<file path="config.mk">
export PLATFORM = sky130hd
export DESIGN_NAME = msr_redundancy
export DESIGN_NICKNAME = d
export VERILOG_FILES = /design/src/core/msr_pkg.sv /design/src/core/msr_redundancy.sv /design/src/core/msr_sync.sv
export SDC_FILE = /design/constraint.sdc
export NUM_CORES = 1
export LEC_CHECK = 0
export BUFFER_PORTS_ARGS = -buffer_cell sky130_fd_sc_hd__buf_4
export CAP_MARGIN = 20
export CORE_MARGIN = 2
export CORE_UTILIZATION = 30
export CTS_CLUSTER_SIZE = 28
export DETAILED_ROUTE_END_ITERATION = 12
export GPL_ROUTABILITY_DRIVEN = 0
export HOLD_SLACK_MARGIN = 0.1
export SLEW_MARGIN = 10
export SYNTH_ARGS = -nofsm -noshare
export SYNTH_HDL_FRONTEND = slang
export SYNTH_SLANG_ARGS = --single-unit
</file>
<file path="constraint.sdc">
create_clock -name pclk -period 4.5 [get_ports pclk]
set_input_delay 0 -clock pclk [delete_from_list [all_inputs] [get_ports pclk]]
set_output_delay 0 -clock pclk [all_outputs]
set_load 0.005 [all_outputs]
</file>
<file path="src/core/msr_pkg.sv">
// Package with register map, field layout and carrier types for redundancy control.
package msr_pkg;

  // ==========================================================================
  // Register byte offsets on the APB bus.
  // ==========================================================================
  localparam logic [7:0] CTRL_OFFSET      = 8'h00; // Pin-overridable controls.
  localparam logic [7:0] BW_OFFSET        = 8'h04; // Main-path bandwidth codes.
  localparam logic [7:0] REMOTE_OFFSET    = 8'h08; // Peer source-valid copy.
  localparam logic [7:0] STATUS_OFFSET    = 8'h0C; // Effective settings, read only.
  localparam logic [7:0] LOCAL_OFFSET     = 8'h10; // Own source-valid status, read only.

  // ==========================================================================
  // Field widths and positions.
  // ==========================================================================
  localparam int unsigned SRC_COUNT       = 14;    // Number of reference inputs.
  localparam int unsigned PRIO_WIDTH      = 4;     // Width of one priority code.
  localparam int unsigned BW_WIDTH        = 5;     // Width of one bandwidth code.
  localparam int unsigned CTRL_PRIO_LSB   = 0;     // Cross-connect priority field.
  localparam int unsigned CTRL_PBO_BIT    = 4;     // Phase hit absorption enable.
  localparam int unsigned CTRL_REV_BIT    = 5;     // Revertive switching enable.
  localparam int unsigned CTRL_MAN_BIT    = 6;     // Manual bandwidth selection.
  localparam int unsigned CTRL_MACQ_BIT   = 7;     // Manual choice: acquisition bandwidth.
  localparam int unsigned CTRL_AUXL_BIT   = 8;     // Auxiliary path locked to main path.
  localparam int unsigned BW_LOCK_LSB     = 0;     // Locked bandwidth field.
  localparam int unsigned BW_ACQ_LSB      = 8;     // Acquisition bandwidth field.

  // ==========================================================================
  // Fixed codes and reset values.
  // ==========================================================================
  localparam logic [3:0]  CROSS_INPUT_IDX = 4'hB;  // Cross-connect input number (11).
  localparam logic [3:0]  SLAVE_PRIO      = 4'h1;  // Highest priority forced on a slave.
  localparam logic [3:0]  PRIO_RESET      = 4'h0;  // Cross-connect input disabled.
  localparam logic [4:0]  BW_LOCK_RESET   = 5'h04; // Default locked bandwidth code.
  localparam logic [4:0]  BW_ACQ_RESET    = 5'h0A; // Default acquisition bandwidth code.
  localparam logic [13:0] REMOTE_RESET    = 14'h3FFF; // Peer reports all inputs valid.

  // ==========================================================================
  // Carrier types.
  // ==========================================================================
  // Software controls that the role select pin may override.
  typedef struct packed {
    logic       aux_lock_main;
    logic       manual_acq;
    logic       bw_manual;
    logic       revertive_en;
    logic       pbo_en;
    logic [3:0] cross_prio;
  } msr_ctrl_type;

  // Settings actually applied to the timing paths.
  typedef struct packed {
    logic       aux_align;
    logic       revertive_en;
    logic       pbo_en;
    logic [4:0] main_bw;
    logic [3:0] cross_prio;
  } msr_eff_type;

  localparam msr_ctrl_type CTRL_RESET = '{aux_lock_main: 1'b0, manual_acq: 1'b0,
                                         bw_manual: 1'b0, revertive_en: 1'b0,
                                         pbo_en: 1'b0, cross_prio: PRIO_RESET};

endpackage

</file>
<file path="src/core/msr_redundancy.sv">
// Master/slave redundancy control with APB register access.
//
// How it works
// RULE1 - Slave forces cross-connect input priority to one.
// RULE2 - Slave disables phase hit absorption.
// RULE3 - Slave forces revertive switching on.
// RULE4 - Slave uses acquisition bandwidth for main path.
// RULE5 - Master takes priority, absorption, revertive from registers.
// RULE6 - Master bandwidth automatic or manual per register.
// RULE7 - Software disables cross-connect input on master.
// RULE8 - Overridden functions remain software controllable.
// RULE9 - Software keeps source priorities equal in both.
// RULE10 - Software copies peer source-valid into remote register.
// RULE11 - Software enables revertive mode.
// RULE12 - Software sets slave bandwidth above master.
// RULE13 - Software polls to keep settings aligned.
// RULE14 - Locked slave follows master frequency exactly.
// RULE15 - Auxiliary outputs aligned only when locked to main.
// RULE16 - Inputs invalid at peer are treated invalid.
// RULE17 - Role pin synchronised, applied without reset.
//
// Implementation choices: register access over APB and the register addresses.
`timescale 1ns/100ps
module msr_redundancy (
  // Clock and reset.
  input  wire logic                 pclk,
  input  wire logic                 presetn,
  // APB slave port.
  input  wire logic                 psel,
  input  wire logic                 penable,
  input  wire logic                 pwrite,
  input  wire logic [7:0]           paddr,
  input  wire logic [31:0]          pwdata,
  output logic                      pready,
  output logic      [31:0]          prdata,
  output logic                      pslverr,
  // Role select pin, high for master, low for slave.
  input  wire logic                 role_select_pin,
  // Main timing path status from the same clock domain.
  input  wire logic                 main_dpll_locked,
  input  wire logic [3:0]           main_selected_input,
  input  wire logic [13:0]          local_sources_valid,
  // Settings applied to the timing paths.
  output logic                      role_is_master,
  output msr_pkg::msr_eff_type      eff_settings,
  output logic      [13:0]          eff_sources_valid,
  output logic                      tracking_master
);

  // ==========================================================================
  // Storage and synchronised pin.
  // ==========================================================================
  msr_pkg::msr_ctrl_type ctrl;          // Software control register.
  logic [4:0]            bw_locked;     // Locked bandwidth code.
  logic [4:0]            bw_acq;        // Acquisition bandwidth code.
  logic [13:0]           remote_valid;  // Peer source-valid copy.
  logic                  role_sync;     // Synchronised role pin.

  // Role pin passes two flip-flops before any logic reads it.
  msr_sync #(
    .WIDTH    (1)
  ) u_role_sync (
    .pclk     (pclk),
    .presetn  (presetn),
    .async_in (role_select_pin),
    .sync_out (role_sync)
  );

  // ==========================================================================
  // APB decode.
  // ==========================================================================
  logic        access;       // Access phase in progress.
  logic        wr_commit;    // Write takes effect on this edge.
  logic        hit_ctrl;     // Address decodes.
  logic        hit_bw;
  logic        hit_remote;
  logic        hit_status;
  logic        hit_local;
  logic        mapped;       // Any known register.
  logic [31:0] rd_mux;       // Read data selected by address.
  logic [31:0] status_word;  // Effective settings as read by software.

  assign access     = psel & penable;
  assign wr_commit  = access & pready & pwrite & mapped;
  assign hit_ctrl   = (paddr == msr_pkg::CTRL_OFFSET);
  assign hit_bw     = (paddr == msr_pkg::BW_OFFSET);
  assign hit_remote = (paddr == msr_pkg::REMOTE_OFFSET);
  assign hit_status = (paddr == msr_pkg::STATUS_OFFSET);
  assign hit_local  = (paddr == msr_pkg::LOCAL_OFFSET);
  assign mapped     = hit_ctrl | hit_bw | hit_remote | hit_status | hit_local;

  // Status word packs the role and tracking bits above the applied settings.
  assign status_word = {18'h00000, tracking_master, role_is_master, eff_settings};

  // Read multiplexer; unmapped addresses read as zero.
  assign rd_mux = hit_ctrl   ? {23'h000000, ctrl} :
                  hit_bw     ? {19'h00000, bw_acq, 3'h0, bw_locked} :
                  hit_remote ? {18'h00000, remote_valid} :
                  hit_status ? status_word :
                  hit_local  ? {18'h00000, local_sources_valid} :
                  32'h00000000;

  // One wait state: pready rises in the second access cycle and drops after.
  logic next_pready;
  assign next_pready = access & ~pready;

  // Bus answer flops, loaded together so data and error line up with pready.
  always_ff @(posedge pclk or negedge presetn) begin
    if (!presetn) begin
      pready  <= 1'b0;
      prdata  <= 32'h00000000;
      pslverr <= 1'b0;
    end else begin
      pready  <= next_pready;
      prdata  <= (next_pready & ~pwrite) ? rd_mux : 32'h00000000;
      pslverr <= next_pready & ~mapped;
    end
  end

  // ==========================================================================
  // Register writes.
  // ==========================================================================
  // Registers keep their stored values in both roles, so software still owns
  // every overridden function once the pin releases it. Read-only offsets
  // accept the write cycle and change nothing.
  always_ff @(posedge pclk or negedge presetn) begin
    if (!presetn) begin
      ctrl         <= msr_pkg::CTRL_RESET;
      bw_locked    <= msr_pkg::BW_LOCK_RESET;
      bw_acq       <= msr_pkg::BW_ACQ_RESET;
      remote_valid <= msr_pkg::REMOTE_RESET;
    end else begin
      if (wr_commit && hit_ctrl) begin // [RULE8]
        ctrl <= msr_pkg::msr_ctrl_type'(pwdata[8:0]);
      end
      if (wr_commit && hit_bw) begin
        bw_locked <= pwdata[msr_pkg::BW_LOCK_LSB +: 5];
        bw_acq    <= pwdata[msr_pkg::BW_ACQ_LSB +: 5];
      end
      if (wr_commit && hit_remote) begin // [RULE16]
        remote_valid <= pwdata[13:0];
      end
    end
  end

  // ==========================================================================
  // Role overrides.
  // ==========================================================================
  logic                 use_acq;           // Master picks acquisition bandwidth.
  msr_pkg::msr_eff_type next_eff;          // Settings for the next cycle.
  logic [13:0]          next_valid;        // Combined source validity.
  logic                 next_tracking;     // Slave locked on the master-fed input.

  // Automatic mode uses acquisition bandwidth until the loop reports lock.
  assign use_acq = ctrl.bw_manual ? ctrl.manual_acq : ~main_dpll_locked; // [RULE6]

  // Slave forces fixed values; master passes the registers through.
  assign next_eff.cross_prio   = role_sync ? ctrl.cross_prio
                                           : msr_pkg::SLAVE_PRIO; // [RULE1] [RULE5]
  assign next_eff.pbo_en       = role_sync & ctrl.pbo_en;          // [RULE2] [RULE5]
  assign next_eff.revertive_en = ~role_sync | ctrl.revertive_en;   // [RULE3] [RULE5]
  assign next_eff.main_bw      = (~role_sync | use_acq) ? bw_acq
                                                        : bw_locked; // [RULE4] [RULE6]
  assign next_eff.aux_align    = ctrl.aux_lock_main;               // [RULE15]

  // An input counts as valid only where both devices see it valid.
  assign next_valid = local_sources_valid & remote_valid; // [RULE16]

  // Slave locked to the cross-connect input reproduces the master frequency.
  assign next_tracking = ~role_sync & main_dpll_locked
                       & (main_selected_input == msr_pkg::CROSS_INPUT_IDX); // [RULE14]

  // Applied settings follow the synchronised pin every cycle, no reset needed.
  always_ff @(posedge pclk or negedge presetn) begin
    if (!presetn) begin
      role_is_master    <= 1'b0;
      eff_settings      <= '0;
      eff_sources_valid <= 14'h0000;
      tracking_master   <= 1'b0;
    end else begin
      role_is_master    <= role_sync; // [RULE17]
      eff_settings      <= next_eff;
      eff_sources_valid <= next_valid;
      tracking_master   <= next_tracking;
    end
  end
endmodule

</file>
<file path="src/core/msr_sync.sv">
// Two flip-flop synchroniser for levels arriving from outside the clock domain.
`timescale 1ns/100ps
module msr_sync #(
  parameter int unsigned WIDTH = 1
) (
  // Clock and reset.
  input  wire logic             pclk,
  input  wire logic             presetn,
  // Asynchronous level in, synchronised level out.
  input  wire logic [WIDTH-1:0] async_in,
  output logic      [WIDTH-1:0] sync_out
);

  // First stage, read only by the second stage.
  logic [WIDTH-1:0] stage1;

  // ==========================================================================
  // Synchroniser stages.
  // ==========================================================================
  // Both stages clear to zero under reset and then follow the input.
  always_ff @(posedge pclk or negedge presetn) begin
    if (!presetn) begin
      stage1   <= '0;
      sync_out <= '0;
    end else begin
      stage1   <= async_in;
      sync_out <= stage1;
    end
  end

endmodule

</file>
==> impl_metrics.json <==
{
  "outcome": "finished clean",
  "min_period_ps": 1980,
  "wl_per_cell_um": 15.8,
  "critPathRequiredTime_ps": 4740,
  "drc_errors": 0,
  "ant_nets": 0,
  "finalCritPeriodShare": 0.440,
  "max_cap_viol_count": 0,
  "synth_seq_cells": 79,
  "cts_setup_buffers": 0,
  "cts_sinks": 79,
  "cts_buffers": 9,
  "drive_above_1_share": 0.429,
  "ys_async_sr_fraction": 1.00,
  "final_max_slew_viol_count": 0,
  "fin_skew_ps": 7.07,
  "synth.most_common_cell": "dfrtp_1",
  "first_iter_violations": 97,
  "yosys.area.top_type_share": 0.455,
  "p_per_area_mw_per_mm2": 345,
  "holdPathStages": 4,
  "via_count": 2518,
  "overflow": 0,
  "whs_endpoint": "pslverr$_DFF_PN0_",
  "start_util": 0.310,
  "p_leak_nw": 2.37,
  "via_per_inst": 4.64,
  "syn-cell-area_mm2": 0.00341,
  "die_width_um": 111,
  "synth_top_cells_by_count": "dfrtp_1 (62), mux2_2 (41), nor2_1 (19), and2_1 (18), buf_4 (18)",
  "portBuffers": 90,
  "crit_buf_inv": 0,
  "grt_max_degree": 80,
  "relSlewSlack": 0.439,
  "cp_cell_sequence": "nand4_1, nor3_1, nand2_1, mux2_2",
  "first_pass_iters": 4,
  "reg2reg_slack_ps": 2520,
  "layout_setup_ws_ps": 2520,
  "max-vdd-ir-drop_mv": 0.166,
  "cts_hold_buf": 36,
  "synth_edf_count": 0,
  "syn_area_per_cell_um2": 12.6,
  "final-hold-violation-count": 0,
  "root_buffer": "clkbuf_16",
  "synth_cells": 270,
  "worstMarginPinSlew_ps": 840,
  "num_rows": 38,
  "wl_mm": 8.58,
  "timing.fmax_mhz": 505,
  "setup_violations": 0,
  "ff2ff_path_depth": 4,
  "crit_arrival_ps": 2220,
  "yosys_warnings": 0,
  "crit_path_max_incr_delay_ps": 570,
  "cpLargestDelayFamily": "simple AND/OR/NAND/NOR gates",
  "synth_cell_types": 36,
  "grt_pass1_vias": 2616,
  "r2r-end": "remote_valid[4]$_DFFE_PN1P_",
  "path_clk_slew_ps": 50,
  "synth_flop_cell": "dfrtp_1",
  "clk_latency_ps": 320,
  "critPathKind": "register to register",
  "final_nets": 463,
  "pre_cts_slack_ps": 2360,
  "slowest_stage": "nand2_1",
  "synth_area_leaders": "dfrtp_1 (46%), mux2_2 (14%), dfstp_2 (13%)",
  "synth_largest_area_cell": "dfrtp_1",
  "worst-path-max-fanout": 14,
  "cts_resized": 0,
  "rsz0062_at_grt": "false",
  "dp_hpwl_mm": 5.76,
  "area_delta_synth_final_pct": 42.8,
  "htree_levels": 3,
  "cts_tree": "done",
  "ioPinCount": 127,
  "cp-start-kind": "register",
  "critPathCaptureType": "register",
  "grt_pass1_wl_mm": 14.0,
  "grt_use_total": 0.144,
  "die_area_mm2": 0.0122,
  "die_h_um": 111,
  "min_from": "paddr[6]",
  "core_area_mm2": 0.0110,
  "seq_area_frac_synth": 0.586,
  "hp-class": "primary input to register",
  "setup_tns_ps": 0,
  "cts_max_path_buffers": 2,
  "num_antenna_cells": 0,
  "antenna_found_initial": 0,
  "r2r_start": "pready$_DFF_PN0_"
}
## worst min-delay path, cell delays in order
cell	delay, ps
buf_4	80
or4_4	110
or2_4	120
o21a_1	120
## cell usage in the layout, fill, tap and decap left out, types with 4 or more instances in the layout
master	count
buf_4	90
mux2_2	41
inv_1	7
dfstp_2	17
nor2_1	19
a222oi_1	5
clkbuf_16	9
a22oi_1	4
conb_1	18
o22ai_1	5
o22a_1	4
nor3_2	6
nor2b_1	8
mux2i_1	6
nor3_1	7
and2_1	18
dlygate4sd3_1	36
dfrtp_1	62
a21oi_1	13
## cell type report
type	count	area, um^2
multi-input cells	173	1260
repair buffers	128	1060
fillers	1050	6120
well taps	140	175
inverters	7	26.3
clock inverters	3	90.1
flip-flops and latches	79	2000
clock buffers	13	250
## stage by stage
step	cell area (um^2)	std cells	util	power (W)	hold slack, ps
after detailed placement	4140	489	0.377	0.000838	112
after CTS	4840	541	0.441	0.00170	131
after global routing	4870	543	0.443	0.00174	141
after floorplan	3470	287	-	0.000783	-296
final	4870	543	0.443	0.00168	146
after global placement	4140	489	0.377	0.000836	110
## logic make-up (layout without fill, tap and decap cells)
| logic type | after synthesis | count (layout) | share of synthesized area |
|---|---|---|---|
| and+or+nand+nor | 75 | 75 | 0.132 |
| other | 1 | 18 | 0.00110 |
| DFF | 79 | 79 | 0.586 |
| muxes | 47 | 47 | 0.153 |
| buffers and inverters | 35 | 151 | 0.0610 |
| AOI/OAI and AO/OA | 33 | 33 | 0.0665 |
## power by group
part / internal [W] / total (W) / switching, W
combinational: 0.0000675 / 0.000130 / 0.0000625
sequential: 0.000717 / 0.000721 / 0.00000447
clock: 0.000558 / 0.000827 / 0.000269
## layer usage
metal / wire (um) / part of all wire / global-route usage
met1: 3820 / 0.44 / 0.194
met5: 0 / 0 / 0
met2: 4200 / 0.49 / 0.234
met4: 51 / 0.0059 / 0.0400
met3: 519 / 0.060 / 0.0324
## state kept, by name, summed over array words and instances (netlist names)
register / cells
bw_locked: 5
role_is_master: 1
u_role_sync.stage1: 1
ctrl: 9
bw_acq: 5
pslverr: 1
u_role_sync.sync_out: 1
tracking_master: 1
eff_settings: 12
eff_sources_valid: 14
prdata: 14
pready: 1
remote_valid: 14
## worst max path at each step
stage                                 from                     endpoint  slack, ps  depth (start not counted)
final                     pready$_DFF_PN0_  remote_valid[4]$_DFFE_PN1P_       2520                          4
after global routing      pready$_DFF_PN0_  remote_valid[4]$_DFFE_PN1P_       2350                          4
after CTS                 pready$_DFF_PN0_  remote_valid[4]$_DFFE_PN1P_       2530                          4
after detailed placement          paddr[1]          prdata[3]$_DFF_PN0_       2360                          5
after global placement            paddr[1]          prdata[2]$_DFF_PN0_       2390                          5
after floorplan                   paddr[1]          prdata[4]$_DFF_PN0_       2830                          6
(Power assumes the default switching activity.)
